[config.mk]
export PLATFORM = sky130hd
export DESIGN_NAME = psv_sequencer
export DESIGN_NICKNAME = d
export VERILOG_FILES = /design/src/inc/psv_pkg.sv /design/src/hw/psv_sequencer.sv
export VERILOG_INCLUDE_DIRS = /design/src /design/src/inc
export SDC_FILE = /design/constraint.sdc
export NUM_CORES = 1
export LEC_CHECK = 0
export BUFFER_PORTS_ARGS = -buffer_cell sky130_fd_sc_hd__clkbuf_2
export CELL_PAD_IN_SITES_DETAIL_PLACEMENT = 1
export CELL_PAD_IN_SITES_GLOBAL_PLACEMENT = 2
export CORE_ASPECT_RATIO = 1.5
export CORE_MARGIN = 2
export CORE_UTILIZATION = 31
export CTS_CLUSTER_DIAMETER = 100
export DETAILED_ROUTE_END_ITERATION = 10
export PLACE_DENSITY = 0.9
export SYNTH_ARGS = -nofsm -noshare
export SYNTH_HDL_FRONTEND = slang
export SYNTH_SLANG_ARGS = --single-unit
[constraint.sdc]
create_clock -name core_clk -period 2.79 [get_ports core_clk]
set_input_delay 0 -clock core_clk [delete_from_list [all_inputs] [get_ports core_clk]]
set_output_delay 0 -clock core_clk [all_outputs]
set_load 0.1 [all_outputs]
[src/inc/psv_map.svh]
`ifndef PSV_MAP_SVH
`define PSV_MAP_SVH
// register word offsets (byte address = offset, used unscaled, so not all aligned to 4)
`define PSV_REG_PC_LOW_BYTE      8'h06
`define PSV_REG_TABLE_POINTER    8'h07
`define PSV_REG_TABLE_HIGH_LATCH 8'h08
`define PSV_REG_BANK_SELECT      8'h04
`define PSV_REG_IRQ_ENABLE       8'h40
`define PSV_REG_IRQ_PENDING      8'h41
`define PSV_REG_STACK_FREE       8'h42
`define PSV_REG_PC_HIGH          8'h43
// interrupt vectors
`define PSV_VEC_RESET  13'h0000
`define PSV_VEC_EXT0   13'h0004
`define PSV_VEC_EXT1   13'h0008
`define PSV_VEC_TMR0   13'h000c
`define PSV_VEC_TMR1   13'h0010
`define PSV_VEC_SERIAL 13'h0014
`define PSV_VEC_MULTI  13'h0018
// reset values
`define PSV_RST_PC     13'h0000
`define PSV_RST_BYTE   8'h00
`define PSV_RST_IRQEN  6'h00
// field positions
`define PSV_BANK_LSB   5
`define PSV_PAGE_LSB   8
// timing
`define PSV_PHASES     4
`define PSV_SERIAL_BITS 8
`endif

[src/inc/psv_pkg.sv]
package psv_pkg;
    // sequencer operation presented by the decoder for the executing word
    typedef enum logic [2:0] {
        PSV_OP_NONE,
        PSV_OP_SKIP,
        PSV_OP_JUMP,
        PSV_OP_CALL,
        PSV_OP_RETURN,
        PSV_OP_TABRD_CUR,
        PSV_OP_TABRD_LAST
    } psv_op_type;

    // decoded instruction request from the execute unit
    typedef struct packed {
        psv_op_type  op;
        logic        cond;
        logic [12:0] target;
        logic [7:0]  dest;
    } psv_exec_type;

    // table read result towards data memory
    typedef struct packed {
        logic       valid;
        logic [7:0] addr;
        logic [7:0] data;
    } psv_dmem_wr_type;
endpackage

[src/hw/psv_sequencer.sv]
`timescale 1ns/10ps
`include "psv_map.svh"
module psv_sequencer
    import psv_pkg::*;
#(
    parameter int PC_WIDTH = 13,
    parameter int PHASES   = 4
) (
    input  wire logic                core_clk,
    input  wire logic                srst,
    // wishbone classic slave
    input  wire logic                wb_cyc_i,
    input  wire logic                wb_stb_i,
    input  wire logic                wb_we_i,
    input  wire logic [7:0]          wb_adr_i,
    input  wire logic [3:0]          wb_sel_i,
    input  wire logic [31:0]         wb_dat_i,
    output logic      [31:0]         wb_dat_o,
    output logic                     wb_ack_o,
    // program memory
    output logic      [13:0]         pmem_addr,
    input  wire logic [15:0]         pmem_data,
    // decoded instruction of the word in execution
    input  wire psv_exec_type        exec_req,
    output logic      [15:0]         exec_word,
    output logic                     exec_valid,
    output logic      [1:0]          phase,
    // stack
    input  wire logic                stack_full,
    input  wire logic [12:0]         stack_top,
    output logic                     stack_push,
    output logic                     stack_pop,
    output logic      [12:0]         stack_data,
    // interrupt sources
    input  wire logic                ext_irq0_n,
    input  wire logic                ext_irq1_n,
    input  wire logic                tmr0_ovf,
    input  wire logic                tmr1_ovf,
    input  wire logic                serial_bit_done,
    input  wire logic                rtc_tick,
    input  wire logic                remote_timer_input,
    input  wire logic                remote_timer_ovf,
    // table read result
    output psv_dmem_wr_type          dmem_wr
);

    // elaboration checks
    initial begin
        if (PC_WIDTH != 13) $error("psv_sequencer: PC_WIDTH must be 13");
        if (PHASES != `PSV_PHASES) $error("psv_sequencer: PHASES must be 4");
    end

    // interrupt source index: 0 ext0 .. 5 multi-function
    // index order is also the priority order, lowest first
    localparam int NSRC = 6;

    // thirteen-bit counter
    // the bank bit sits outside the pc, so a pc wrap never crosses banks
    logic [12:0]     pc;              // program counter
    logic [1:0]      ph;              // phase counter
    logic            dummy;           // current execute slot is a dummy
    logic            tab_pend;        // table read second cycle
    logic [13:0]     tab_addr;        // held table address
    logic [7:0]      tab_dest;        // held destination
    logic [7:0]      table_pointer;   // table pointer register
    logic [7:0]      table_high_latch;// high byte of last table read
    logic [7:0]      bank_select_pointer; // bank pointer register
    logic [5:0]      irq_en;          // per-source enables
    logic [5:0]      irq_pend;        // latched requests
    logic [3:0]      mf_en;           // multi-function source enables
    logic [2:0]      ser_cnt;         // serial bit counter
    logic            rmt_d;           // remote input history
    logic            ext0_d;          // ext0 history
    logic            ext1_d;          // ext1 history
    logic [15:0]     fetch_word;      // word fetched this cycle
    logic            cyc_end;         // last phase of instruction cycle
    logic            wb_hit;          // new bus request
    logic            wb_wr;           // write completing on the ack edge
    logic            pcl_wr;          // pc low byte write
    logic [5:0]      raw_ev;          // source events this cycle
    logic [5:0]      grant;           // one-hot chosen source
    logic            take_irq;        // vector at this cycle end

    // pick the lowest numbered pending source
    function automatic logic [5:0] psv_pick(input logic [5:0] req);
        logic [5:0] g;
        g = 6'h00;
        for (int i = NSRC - 1; i >= 0; i--) begin
            if (req[i]) begin
                g = 6'h00;
                g[i] = 1'b1;
            end
        end
        return g;
    endfunction

    // vector address for a one-hot grant
    // vectors sit four words apart from the first source upward
    function automatic logic [12:0] psv_vec(input logic [5:0] g);
        logic [12:0] v;
        v = `PSV_VEC_RESET;
        unique case (1'b1)
            g[0]: v = `PSV_VEC_EXT0;
            g[1]: v = `PSV_VEC_EXT1;
            g[2]: v = `PSV_VEC_TMR0;
            g[3]: v = `PSV_VEC_TMR1;
            g[4]: v = `PSV_VEC_SERIAL;
            g[5]: v = `PSV_VEC_MULTI;
            default: v = `PSV_VEC_RESET;
        endcase
        return v;
    endfunction

    // bus decode: a request is taken once, ack follows one clock later
    assign cyc_end = (ph == 2'(PHASES - 1));
    assign wb_hit  = wb_cyc_i && wb_stb_i && !wb_ack_o;
    // writes land on the edge where the master sees ack; the request
    // still stands there, so address and data are stable
    assign wb_wr   = wb_cyc_i && wb_stb_i && wb_ack_o && wb_we_i && wb_sel_i[0];
    assign pcl_wr  = wb_wr && (wb_adr_i == `PSV_REG_PC_LOW_BYTE);
    // program memory answers combinationally, taken at the phase-3 edge
    assign fetch_word = pmem_data;

    // phase counter, one clock each
    // free running: no instruction ever stretches its cycle
    always_ff @(posedge core_clk) begin
        if (srst) begin
            ph <= 2'h0;
        end else begin
            ph <= ph + 2'h1;
        end
    end

    // event detection for sources
    // ext pins idle high, so their history resets high and reset makes no edge
    always_ff @(posedge core_clk) begin
        if (srst) begin
            rmt_d   <= 1'b0;
            ext0_d  <= 1'b1;
            ext1_d  <= 1'b1;
            ser_cnt <= 3'h0;
        end else begin
            rmt_d  <= remote_timer_input;
            ext0_d <= ext_irq0_n;
            ext1_d <= ext_irq1_n;
            // count serial bits to eight
            // three bits wrap after the eighth pulse, no clear needed
            if (serial_bit_done) begin
                ser_cnt <= ser_cnt + 3'h1;
            end
        end
    end

    always_comb begin
        raw_ev[0] = ext0_d && !ext_irq0_n;   // falling edge, active low
        raw_ev[1] = ext1_d && !ext_irq1_n;
        raw_ev[2] = tmr0_ovf;
        raw_ev[3] = tmr1_ovf;
        raw_ev[4] = serial_bit_done && (ser_cnt == 3'(`PSV_SERIAL_BITS - 1));
        // each multi source gated by own enable
        // remote edges use the one-clock history of the pin
        raw_ev[5] = (rtc_tick && mf_en[0])
                  || (!rmt_d && remote_timer_input && mf_en[1])
                  || (rmt_d && !remote_timer_input && mf_en[2])
                  || (remote_timer_ovf && mf_en[3]);
    end

    assign grant = psv_pick(irq_pend & irq_en);
    // full stack defers the grant
    // only a slot whose word leaves the pc alone may be cut: that word
    // completes, the fetched next word is dropped and its address is
    // pushed, so nothing is lost on return
    assign take_irq = cyc_end && (grant != 6'h00) && !stack_full && !dummy
                      && !tab_pend && !pcl_wr && (exec_req.op == PSV_OP_NONE);

    // pending flags: set wins over the acknowledge
    // a source firing in its grant cycle stays pending, so no event is lost
    always_ff @(posedge core_clk) begin
        if (srst) begin
            irq_pend <= 6'h00;
        end else begin
            irq_pend <= (irq_pend & ~(take_irq ? grant : 6'h00)) | raw_ev;
        end
    end

    // program counter, pipeline and table sequencing
    always_ff @(posedge core_clk) begin
        if (srst) begin
            pc         <= `PSV_RST_PC;
            dummy      <= 1'b1;
            tab_pend   <= 1'b0;
            tab_addr   <= 14'h0000;
            tab_dest   <= `PSV_RST_BYTE;
            exec_word  <= 16'h0000;
            exec_valid <= 1'b0;
            table_high_latch <= `PSV_RST_BYTE;
            stack_push <= 1'b0;
            stack_pop  <= 1'b0;
            stack_data <= `PSV_RST_PC;
            dmem_wr    <= '0;
        end else begin
            stack_push <= 1'b0;
            stack_pop  <= 1'b0;
            dmem_wr    <= '0;
            if (cyc_end) begin
                exec_word  <= fetch_word;
                exec_valid <= 1'b1;
                pc    <= pc + 13'h1;
                dummy <= 1'b0;
                if (tab_pend) begin
                    // low byte out, high byte latched
                    dmem_wr.valid    <= 1'b1;
                    dmem_wr.addr     <= tab_dest;
                    dmem_wr.data     <= fetch_word[7:0];
                    table_high_latch <= fetch_word[15:8];
                    tab_pend   <= 1'b0;
                    // the word after the table read was fetched before the
                    // table access took the bus; it is held and now runs
                    exec_word  <= exec_word;
                    exec_valid <= 1'b1;
                    // pc already points past that word
                    pc         <= pc;
                end else if (take_irq) begin
                    // vector with return address pushed
                    // the executing word finished; the fetched one re-runs later
                    stack_push <= 1'b1;
                    stack_data <= pc;
                    pc         <= psv_vec(grant);
                    dummy      <= 1'b1;
                    exec_valid <= 1'b0;
                end else if (pcl_wr && !dummy) begin
                    pc         <= {pc[12:8], wb_dat_i[7:0]};
                    dummy      <= 1'b1;
                    exec_valid <= 1'b0;
                end else if (!dummy) begin
                    unique case (exec_req.op)
                        PSV_OP_SKIP: begin
                            if (exec_req.cond) begin
                                dummy      <= 1'b1;
                                exec_valid <= 1'b0;
                            end
                        end
                        PSV_OP_JUMP: begin
                            pc         <= exec_req.target;
                            dummy      <= 1'b1;
                            exec_valid <= 1'b0;
                        end
                        PSV_OP_CALL: begin
                            stack_push <= 1'b1;
                            stack_data <= pc;
                            pc         <= exec_req.target;
                            dummy      <= 1'b1;
                            exec_valid <= 1'b0;
                        end
                        PSV_OP_RETURN: begin
                            stack_pop  <= 1'b1;
                            pc         <= stack_top;
                            dummy      <= 1'b1;
                            exec_valid <= 1'b0;
                        end
                        PSV_OP_TABRD_CUR, PSV_OP_TABRD_LAST: begin
                            tab_addr <= {bank_select_pointer[`PSV_BANK_LSB],
                                (exec_req.op == PSV_OP_TABRD_LAST) ? 5'h1f
                                : pc[12:`PSV_PAGE_LSB], table_pointer};
                            tab_dest <= exec_req.dest;
                            tab_pend <= 1'b1;
                            // table access slot runs nothing; the next word
                            // waits in exec_word and the pc advances as usual
                            exec_valid <= 1'b0;
                        end
                        default: begin
                        end
                    endcase
                end
            end
        end
    end

    // bank bit above the 13-bit address
    // a table read borrows the program bus for one whole instruction cycle
    always_ff @(posedge core_clk) begin
        if (srst) begin
            pmem_addr <= 14'h0000;
            phase     <= 2'h0;
        end else begin
            pmem_addr <= tab_pend ? tab_addr
                         : {bank_select_pointer[`PSV_BANK_LSB], pc};
            phase     <= ph;
        end
    end

    // software registers and bus answer
    // read data is registered with ack and stands only in the ack cycle
    always_ff @(posedge core_clk) begin
        if (srst) begin
            wb_ack_o            <= 1'b0;
            wb_dat_o            <= 32'h0000_0000;
            table_pointer       <= `PSV_RST_BYTE;
            bank_select_pointer <= `PSV_RST_BYTE;
            irq_en              <= `PSV_RST_IRQEN;
            mf_en               <= 4'h0;
        end else begin
            wb_ack_o <= wb_hit;
            wb_dat_o <= 32'h0000_0000;
            // writes land where the master samples ack high
            if (wb_wr) begin
                unique case (wb_adr_i)
                    `PSV_REG_TABLE_POINTER: table_pointer <= wb_dat_i[7:0];
                    `PSV_REG_BANK_SELECT: bank_select_pointer <= wb_dat_i[7:0];
                    `PSV_REG_IRQ_ENABLE: begin
                        irq_en <= wb_dat_i[5:0];
                        mf_en  <= wb_dat_i[11:8];
                    end
                    default: begin
                    end
                endcase
            end
            if (wb_hit && !wb_we_i) begin
                unique case (wb_adr_i)
                    `PSV_REG_PC_LOW_BYTE:      wb_dat_o <= {24'h0, pc[7:0]};
                    `PSV_REG_TABLE_POINTER:    wb_dat_o <= {24'h0, table_pointer};
                    `PSV_REG_TABLE_HIGH_LATCH: wb_dat_o <= {24'h0, table_high_latch};
                    `PSV_REG_BANK_SELECT:      wb_dat_o <= {24'h0, bank_select_pointer};
                    `PSV_REG_IRQ_ENABLE:
                        wb_dat_o <= {20'h0, mf_en, 2'h0, irq_en};
                    `PSV_REG_IRQ_PENDING:      wb_dat_o <= {26'h0, irq_pend};
                    `PSV_REG_STACK_FREE:       wb_dat_o <= {31'h0, !stack_full};
                    `PSV_REG_PC_HIGH:          wb_dat_o <= {27'h0, pc[12:8]};
                    default:                   wb_dat_o <= 32'h0000_0000;
                endcase
            end
        end
    end

endmodule

==> results of run 1 <==
-- cell type report --
cell class	count	area (sq um)
Fill cell	2733	13600
Inverter	7	26.28
Sequential cell	163	3263
Timing Repair Buffer	236	1491
Clock inverter	11	153.9
Tap cell	280	350.3
Multi-Input combinational cell	548	3471
Clock buffer	20	446.7
-- sequential cells by signal, summed over array words and instances, names as in the netlist, 2 cells and up --
name	cells
bank_select_pointer	8
dmem_wr	17
exec_word	16
irq_en	6
irq_pend	6
mf_en	4
pc	13
ph	2
phase	2
pmem_addr	14
ser_cnt	3
stack_data	13
tab_addr	14
tab_dest	8
table_high_latch	8
table_pointer	8
wb_dat_o	12
-- stage by stage --
stage               hold WS (ps)  instances
floorplan                  106.6        788
global placement           201.9       1181
detailed placement         209.8       1181
CTS                        56.90       1265
global route               110.9       1265
finish                     72.92       1265
-- logic make-up after synthesis --
family	after synthesis	synth area share [%]
flops	163	45.65
other cells	1	0.05246
mux	78	11.17
xor+xnor	5	0.6127
compound gates	148	14.23
fa+ha+maj	4	0.7002
buf+inv	77	6.984
simple gates	293	20.60
-- routing by layer --
metal | up-vias | track usage [%]
met5 | - | 0
met4 | 0 | 7.481
met3 | 44 | 3.600
met2 | 186 | 33.79
met1 | 3085 | 21.04
li1 | 3072 | -
-- power by group through the flow --
stage	clock network [uW]	registers (uW)	logic (uW)
after global routing	2570	2400	622
after floorplan	0	2540	307
after CTS	2490	2400	588
after detailed placement	0	2450	527
final	2430	2400	586
after global placement	0	2450	521
-- synth_stat cells (6+ instances only) --
library cell / count
a211oi_1: 8
a21oi_1: 55
a222oi_1: 8
a22oi_1: 19
a31oi_1: 7
and2_1: 21
buf_4: 21
clkbuf_1: 30
clkbuf_8: 6
dfxtp_1: 163
inv_1: 7
mux2i_1: 73
nand2_1: 63
nand2b_1: 25
nand3_1: 21
nor2_1: 100
nor2b_1: 10
nor3_1: 7
o211ai_1: 6
o21ai_0: 9
o22ai_1: 8
-- how the worst min path moves through the flow --
stage,end,startpoint,cells after the start
finish,pc[9],stack_top[9],4
floorplan,ext0_d,ext_irq0_n,1
detailed placement,ext1_d,ext_irq1_n,2
global placement,ext1_d,ext_irq1_n,2
global route,exec_valid,exec_req[24],4
CTS,exec_valid,exec_req[24],4
-- worst register-to-register path, stage by stage, from the launching register on --
cell,delay (ps)
dfxtp_1,350
ha_1,290
nand2b_1,150
nor3_4,350
o211ai_4,250
a21oi_2,550
mux2i_1,260
-- timing repair --
action / in CTS / in global routing
hold endpoints to repair: 91 / 0
hold buffers: 53 / 0
setup buffers: 0 / 0
==> impl_metrics.json, run 1 <==
{
  "clk_path_buf_depth": 2,
  "start_util_pct": 31.35,
  "gp_congestion": 0.8549,
  "tightest_slew_ps": 726.7,
  "endpoint_kind": "register",
  "ctsRootBufferMaster": "clkbuf_16",
  "max_freq_mhz": 441.0,
  "cts_sinks": 163,
  "total_power_uw": 5412,
  "drc": 0,
  "worst-setup-path-type": "reg2reg",
  "hpwl_um": 15740,
  "antenna_cells": 0,
  "clk_latency_ps": 430,
  "synth_largest_area_cell": "dfxtp_1",
  "p_sw_share_pct": 26.58,
  "r2r_slack_ps": 520,
  "final_nets": 1089,
  "route.met3.wl_um": 968,
  "syn-instance-count": 769,
  "finalWorstSetupSlack_ps": 522.5,
  "switchingPower_uw": 1439,
  "fin_worst_skew_ps": 9.759,
  "min_period_ps": 2267,
  "layout-drive-gt1-share_pct": 25.69,
  "cts_made_buffers": 17,
  "clk_pin_slew_worst_paths_ps": 60,
  "synth_seq_cells": 163,
  "synthTopCellsByArea": "dfxtp_1, mux2i_1, nor2_1, a21oi_1, nand2_1",
  "ant_nets": 0,
  "drv_cap": 0,
  "fp.coreArea_sq_um": 22800,
  "grt_max_degree": 76,
  "syn_area_sq_um": 7148,
  "dr_total_vias": 6387,
  "ys_async_sr_fraction_pct": 0,
  "syn_avg_cell_area_sq_um": 9.295,
  "rsz0062_at_grt": "false",
  "mostFrequentLayoutCells": "clkbuf_2, dfxtp_1, nor2_1, mux2i_1, nand2_1",
  "wirelength_um": 22420,
  "grt_pass1_wl_um": 35020,
  "final_common_cell": "clkbuf_2",
  "yosysWarningCount": 0,
  "path_depth": 6,
  "max_stage_delay_ps": 550,
  "p_int_uw": 3974,
  "synth-seq-area-share_pct": 45.65,
  "power_frac_comb_pct": 10.8,
  "worstPathCellList": "ha_1 > nand2b_1 > nor3_4 > o211ai_4 > a21oi_2 > mux2i_1",
  "track_usage_pct": 18.56,
  "die_w_um": 128.0,
  "r2r_cells": 6,
  "r2r-end": "stack_data[3]",
  "area_growth_pct": 28.74,
  "timing.critical_path.buf_inv": 0,
  "p_leak_uw": 0.003571,
  "report.final.slew_viol_count": 0,
  "ios": 210,
  "cp_max_fo": 15,
  "vias_per_cell": 5.049,
  "final.setup.tns_ps": 0,
  "critPathTopFamily": "compound AO/OA/AOI/OAI gates",
  "start_kind": "register",
  "num_rows": 68,
  "die-area_sq_um": 24310,
  "antenna_found_initial": 0,
  "postPlaceCellArea_sq_um": 8071,
  "route.detailed.wl_per_inst_um": 17.72,
  "placement.io_buffers": 166,
  "crit_path_top_delay_cell": "a21oi_2",
  "period_share_pct": 81.27,
  "synth_edf_count": 0,
  "ys.flop_type": "dfxtp_1",
  "crit_required_ps": 3150,
  "crit_arrival_ps": 2620,
  "gr-total-overflow": 0,
  "place_ws_ps": 430.4,
  "hold_path.class": "in2reg",
  "startpoint": "ph[0]",
  "first_iter_violations": 338,
  "cts_resized": 0,
  "utilization_pct": 40.36,
  "first_pass_iters": 5,
  "slew_headroom_pct": 51.55,
  "ctsHtreeMaxLevel": 4,
  "fp.dieH_um": 190.0,
  "status": "completed",
  "cts_tree": "done",
  "ys_types": 80,
  "power_frac_clock_pct": 44.9,
  "dr_wl_met2_um": 11630,
  "rr_startpoint": "ph[0]",
  "peakVddDrop_mv": 0.3835,
  "power.density_nw_per_um2": 588.1,
  "top_layer": "met4",
  "seq_power_share_pct": 44.3,
  "cp-endpoint": "stack_data[3]",
  "post-route-cell-area_sq_um": 9203,
  "netlist.area_leader.share_pct": 45.65,
  "met1_length_um": 9148,
  "hold_viol_final": 0,
  "grt_pass1_vias": 6516,
  "setup_viol": 0
}
(Power assumes the default switching activity.)
==> run 2, diff against run 1 <==
--- a/config.mk
+++ b/config.mk
@@ -11,10 +11,10 @@
 export CELL_PAD_IN_SITES_GLOBAL_PLACEMENT = 2
 export CORE_ASPECT_RATIO = 1.5
 export CORE_MARGIN = 2
-export CORE_UTILIZATION = 31
+export CORE_UTILIZATION = 28
 export CTS_CLUSTER_DIAMETER = 100
 export DETAILED_ROUTE_END_ITERATION = 10
-export PLACE_DENSITY = 0.9
+export PLACE_DENSITY = 0.86
 export SYNTH_ARGS = -nofsm -noshare
 export SYNTH_HDL_FRONTEND = slang
 export SYNTH_SLANG_ARGS = --single-unit
==> constraint.sdc (replaced) <==
create_clock -name core_clk -period 2 [get_ports core_clk]
set_input_delay 0 -clock core_clk [delete_from_list [all_inputs] [get_ports core_clk]]
set_output_delay 0 -clock core_clk [all_outputs]
set_load 0.1 [all_outputs]
==> run 2 against run 1 <==
Core utilization decreased by 1.9 points. Critical endpoint is now pc[10]. Clock skew decreased by 4.0 ps. Fmax increased by 15%. Total power increased by 38%. Critical path type unchanged. Clock power increased by 35%. Via count increased by 1.5%. Non-clock buffer count increased by 41. Worst setup slack got worse by 500 ps.
==> impl_metrics.json, run 2 (synthesized netlist as in run 1, its figures left out) <==
{
  "status": "completed",
  "p_leak_uw": 0.003781,
  "fin_worst_skew_ps": 5.793,
  "route.detailed.wl_per_inst_um": 17.59,
  "gp_congestion": 0.8506,
  "first_iter_violations": 296,
  "finalWorstSetupSlack_ps": 23.79,
  "first_pass_iters": 6,
  "clk_path_buf_depth": 2,
  "place_ws_ps": -202.1,
  "gr-total-overflow": 0,
  "setup_viol": 0,
  "drv_cap": 0,
  "crit_required_ps": 2350,
  "power.density_nw_per_um2": 776.0,
  "worst-setup-path-type": "reg2reg",
  "p_int_uw": 5437,
  "final_nets": 1131,
  "power_frac_comb_pct": 11.8,
  "switchingPower_uw": 2037,
  "fp.coreArea_sq_um": 25050,
  "hold_path.class": "in2reg",
  "track_usage_pct": 18.01,
  "grt_pass1_vias": 6709,
  "cts_tree": "done",
  "report.final.slew_viol_count": 0,
  "antenna_found_initial": 0,
  "placement.io_buffers": 166,
  "ant_nets": 0,
  "slew_headroom_pct": 61.77,
  "cts_sinks": 163,
  "ctsHtreeMaxLevel": 4,
  "vias_per_cell": 4.782,
  "ios": 210,
  "drc": 0,
  "tightest_slew_ps": 575.9,
  "endpoint_kind": "register",
  "mostFrequentLayoutCells": "clkbuf_2, dfxtp_1, nor2_1, mux2i_1, nand2_1",
  "cp_max_fo": 9,
  "grt_max_degree": 104,
  "clk_latency_ps": 430,
  "dr_total_vias": 6484,
  "die_w_um": 134.5,
  "largest_reg_flops": 17,
  "postPlaceCellArea_sq_um": 8477,
  "p_sw_share_pct": 27.26,
  "start_util_pct": 28.53,
  "cts_made_buffers": 17,
  "num_rows": 71,
  "antenna_cells": 0,
  "start_kind": "register",
  "wirelength_um": 23850,
  "layout-drive-gt1-share_pct": 29.57,
  "largest_register": "dmem_wr",
  "crit_arrival_ps": 2320,
  "max_freq_mhz": 506.0,
  "die-area_sq_um": 26850,
  "clk_pin_slew_worst_paths_ps": 60,
  "peakVddDrop_mv": 0.5746,
  "hold_viol_final": 0,
  "top_regs": "dmem_wr (17), exec_word (16)",
  "grt_pass1_wl_um": 37150,
  "final_common_cell": "clkbuf_2",
  "post-route-cell-area_sq_um": 9632,
  "total_power_uw": 7474,
  "power_frac_clock_pct": 43.7,
  "hpwl_um": 16850,
  "fp.dieH_um": 199.7,
  "ctsRootBufferMaster": "clkbuf_16",
  "min_period_ps": 1976,
  "area_growth_pct": 34.75,
  "period_share_pct": 98.81,
  "seq_power_share_pct": 44.5
}
## run 2: path summary, 6_finish.rpt
| path | end | slack [ps] | depth (start not counted) | startpoint |
|---|---|---|---|---|
| worst max-delay path | pc[10] | 20 | 5 | irq_pend[5] |
| worst min-delay path | pc[11] | 20 | 5 | stack_top[11] |
| worst max register to register | pc[10] | 20 | 5 | irq_pend[5] |
| worst min register to register | wb_ack_o | 450 | 1 | wb_ack_o |
## run 2: metrics by stage
stage                     instances  TNS (ps)  utilization [%]  hold WS (ps)
final                          1356         0            38.45         20.81
after global routing           1356    -26.60            38.45         22.36
after CTS                      1355         0            38.30         6.720
after detailed placement       1272     -6956            33.84         206.9
after global placement         1272     -5060            33.84         201.4
after floorplan                 788         0                -         106.6
## run 2: final cells by class
type | instances | area, sq um
multi-input combinational | 549 | 3532
clock buffer | 23 | 489.2
tap | 328 | 410.4
inverter | 7 | 26.28
fill | 2934 | 15420
timing repair buffer | 277 | 1814
sequential | 163 | 3267
clock inverter | 9 | 92.59
## run 2: power groups by stage
stage	clock network (uW)	logic [uW]	registers, uW
after floorplan	0	429	3540
after global placement	0	790	3400
after detailed placement	0	798	3400
after CTS	3360	877	3330
after global routing	3510	934	3330
final	3270	879	3330
## run 2: repair_timing
item,in CTS,in global routing
gates cloned,1,0
setup buffers,1,1
gates resized for setup,4,5
hold buffers,49,0
pin swaps,0,2
setup endpoints to repair,31,13
endpoints found under the hold margin,87,0
## run 2: critical path: stages (launching register included)
cell,delay [ps]
dfxtp_1,340
a222oi_1,500
nand2_1,230
o211ai_4,220
or3b_4,470
o22ai_1,130
## run 2: per-layer routing
| layer | vias up | share of wire, % | global-route usage (%) |
|---|---|---|---|
| met5 | - | 0 | 0 |
| met3 | 37 | 3.5 | 2.867 |
| met2 | 172 | 53 | 33.01 |
| met4 | 0 | 2.5 | 7.018 |
| met1 | 3122 | 41 | 20.81 |
| li1 | 3153 | - | - |
==> run 3, diff against run 2 <==
--- a/config.mk
+++ b/config.mk
@@ -6,15 +6,17 @@
 export SDC_FILE = /design/constraint.sdc
 export NUM_CORES = 1
 export LEC_CHECK = 0
+export ABC_AREA = 1
 export BUFFER_PORTS_ARGS = -buffer_cell sky130_fd_sc_hd__clkbuf_2
 export CELL_PAD_IN_SITES_DETAIL_PLACEMENT = 1
 export CELL_PAD_IN_SITES_GLOBAL_PLACEMENT = 2
 export CORE_ASPECT_RATIO = 1.5
 export CORE_MARGIN = 2
-export CORE_UTILIZATION = 28
+export CORE_UTILIZATION = 25
 export CTS_CLUSTER_DIAMETER = 100
+export CTS_CLUSTER_SIZE = 24
 export DETAILED_ROUTE_END_ITERATION = 10
-export PLACE_DENSITY = 0.86
+export PLACE_DENSITY = 0.85
 export SYNTH_ARGS = -nofsm -noshare
 export SYNTH_HDL_FRONTEND = slang
 export SYNTH_SLANG_ARGS = --single-unit
==> run 3 against run 2 <==
Register-to-register slack improved by 180 ps. Highest routed layer unchanged. Synthesized cell count increased by 32%. Cell count increased by 19%. Critical endpoint is now exec_word[12]. Clock power about the same. Sequential share of layout area increased by 0.16 points. First-iteration DRC count increased by 17%. Critical path type unchanged. Fmax increased by 10%. Global-route usage decreased by 0.68 points. Largest cell class is now sequential cells. Total power increased by 1.1%.
==> impl_metrics.json, run 3 <==
{
  "status": "completed",
  "gp_congestion": 0.8780,
  "first_pass_iters": 5,
  "die-area_sq_um": 30050,
  "wirelength_um": 25590,
  "min_to": "exec_valid",
  "grt_pass1_vias": 7589,
  "ys_async_sr_fraction_pct": 0,
  "yosysWarningCount": 0,
  "yosysMostFrequentCell": "nand2_1",
  "ant_nets": 0,
  "start_util_pct": 25.53,
  "finalWorstSetupSlack_ps": 203.5,
  "n_fill_cell": 3513,
  "vias_per_cell": 4.519,
  "route.detailed.wl_per_inst_um": 15.92,
  "cp_common_cell": "nor2_1",
  "setup_viol": 0,
  "rr_startpoint": "ph[0]",
  "syn_area_sq_um": 7163,
  "clk_path_buf_depth": 2,
  "drv_cap": 0,
  "rsz0062_at_grt": "false",
  "fp.dieH_um": 211.3,
  "r2r_slack_ps": 200,
  "worstPathCellList": "ha_2 > inv_2 > nor2_4 > buf_4 > inv_1 > nor2_1 > nor2_1",
  "max_freq_mhz": 556.6,
  "top_regs": "dmem_wr (17), exec_word (16)",
  "syn-instance-count": 1016,
  "peakVddDrop_mv": 0.6494,
  "area_growth_pct": 33.75,
  "drc": 0,
  "fin_worst_skew_ps": 16.43,
  "endpoint_kind": "register",
  "final_common_cell": "nand2_1",
  "gr-total-overflow": 0,
  "hold_path.class": "in2reg",
  "final.setup.tns_ps": 0,
  "p_leak_uw": 0.004596,
  "hpwl_um": 19310,
  "worstHoldPathCells": 6,
  "slew_headroom_pct": 42.39,
  "ctsHtreeMaxLevel": 4,
  "layout-drive-gt1-share_pct": 20.62,
  "num_rows": 75,
  "die_w_um": 142.2,
  "ys.flop_type": "dfxtp_1",
  "fp.coreArea_sq_um": 28060,
  "synth_largest_area_cell": "dfxtp_1",
  "syn_avg_cell_area_sq_um": 7.050,
  "r2r_cells": 7,
  "cts_made_buffers": 17,
  "start_kind": "register",
  "tightest_slew_ps": 863.2,
  "ys_top_cells_by_count": "nand2_1, nor2_1, dfxtp_1",
  "min_from": "exec_req[21]",
  "r2r-end": "exec_word[12]",
  "grt_max_degree": 45,
  "cts_sinks": 163,
  "largest_register": "dmem_wr",
  "power.density_nw_per_um2": 788.8,
  "largest_reg_flops": 17,
  "postCtsSetupRepairBufs": 0,
  "ios": 210,
  "first_iter_violations": 345,
  "hold_viol_final": 0,
  "ctsRootBufferMaster": "clkbuf_16",
  "place_ws_ps": 172.4,
  "cts_tree": "done",
  "crit_arrival_ps": 2130,
  "antenna_found_initial": 0,
  "period_share_pct": 89.82,
  "antenna_cells": 0,
  "ys_types": 39,
  "crit_path_top_delay_cell": "buf_4",
  "netlist.area_leader.share_pct": 45.55,
  "worst-setup-path-type": "reg2reg",
  "mostFrequentLayoutCells": "nand2_1, nor2_1, clkbuf_2, dfxtp_1, inv_1",
  "cp_max_fo": 44,
  "clk_pin_slew_worst_paths_ps": 60,
  "grt_pass1_wl_um": 39830,
  "max_stage_delay_ps": 430,
  "synth_edf_count": 0,
  "synth_seq_cells": 163,
  "crit_required_ps": 2340,
  "post-route-cell-area_sq_um": 9580,
  "dr_total_vias": 7262,
  "synthTopCellsByArea": "dfxtp_1, nand2_1, nor2_1, o21ai_0, inv_1",
  "clk_latency_ps": 450,
  "track_usage_pct": 17.33,
  "min_period_ps": 1796,
  "postPlaceCellArea_sq_um": 8471,
  "placement.io_buffers": 166,
  "synth-seq-area-share_pct": 45.55,
  "final_nets": 1364,
  "report.final.slew_viol_count": 0
}
[run 3: cell types whose count changed in the layout (fill, tap and decap cells not counted), moves of 8 or more]
| cell | before | now |
|---|---|---|
| buf_4 | 61 | 27 |
| nand2_1 | 63 | 222 |
| inv_1 | 7 | 100 |
| mux2i_1 | 73 | 0 |
| nand2b_1 | 25 | 0 |
| a222oi_1 | 8 | 0 |
| nand3_1 | 21 | 46 |
| a21oi_1 | 55 | 75 |
| and2_1 | 21 | 0 |
| nor2_1 | 100 | 179 |
| o21ai_0 | 9 | 85 |
| nor2b_1 | 9 | 0 |
| a22oi_1 | 19 | 2 |
[run 3: stage by stage]
| step | hold slack [ps] | utilization (%) | total power (uW) | instances |
|---|---|---|---|---|
| after floorplan | 96.63 | - | 4036 | 1035 |
| after global placement | 223.9 | 30.19 | 4261 | 1523 |
| after detailed placement | 231.0 | 30.19 | 4273 | 1523 |
| after CTS | 6.400 | 34.13 | 7666 | 1607 |
| after global routing | 62.04 | 34.14 | 7848 | 1607 |
| final | 43.12 | 34.14 | 7557 | 1607 |
[run 3: cells by family after synthesis]
group / synth area share [%]
DFF: 45.55
adders and majority gates: 0.6987
and+or+nand+nor: 28.93
other: 0.05235
buffers and inverters: 10.48
AOI/OAI and AO/OA: 13.80
xor gates and xnor gates: 0.4892
[run 3: area by class of cell]
cell class	count	area (sq um)	share of cell area (%)
clock inverter	12	117.6	1.228
multi-input combinational	705	3226	33.67
timing repair buffer	250	1654	17.27
sequential	163	3264	34.07
inverter	111	419.2	4.375
clock buffer	20	466.7	4.871
tap	346	432.9	4.519
[run 3: routing by layer]
layer,track usage (%),vias up,part of all wire [%]
met4,9.517,0,4.2
met2,31.27,172,52
met5,0,-,0
li1,-,3660,-
met1,19.09,3382,40
met3,3.008,48,3.4
[run 3: worst max path at each step]
| stage | from | end | cells after the start |
|---|---|---|---|
| floorplan | wb_ack_o | stack_data[0] | 8 |
| detailed placement | irq_pend[0] | pc[4] | 9 |
| global route | ph[0] | stack_data[6] | 11 |
| CTS | irq_pend[0] | pc[4] | 9 |
| finish | ph[0] | exec_word[12] | 7 |
| global placement | ph[0] | exec_word[14] | 7 |
[run 3: timing repair]
item / 4_1_cts / 5_1_grt
resized for setup: 0 / 3
hold buffers: 52 / 0
endpoints found under the hold margin: 90 / 0
setup endpoints to repair: 0 / 6
[run 3: critical path: cells and delay by family (launching register included)]
kind	cells	cell delay, ps
buffers and inverters	3	760
and+or+nand+nor	3	320
DFF	1	360
adders and majority gates	1	220
[run 3: power breakdown]
group / internal [uW] / total (uW) / switching [uW]
clock network: 1830 / 3280 / 1450
logic: 247 / 928 / 680
registers: 3300 / 3350 / 43.6
total: 5380 / 7560 / 2170
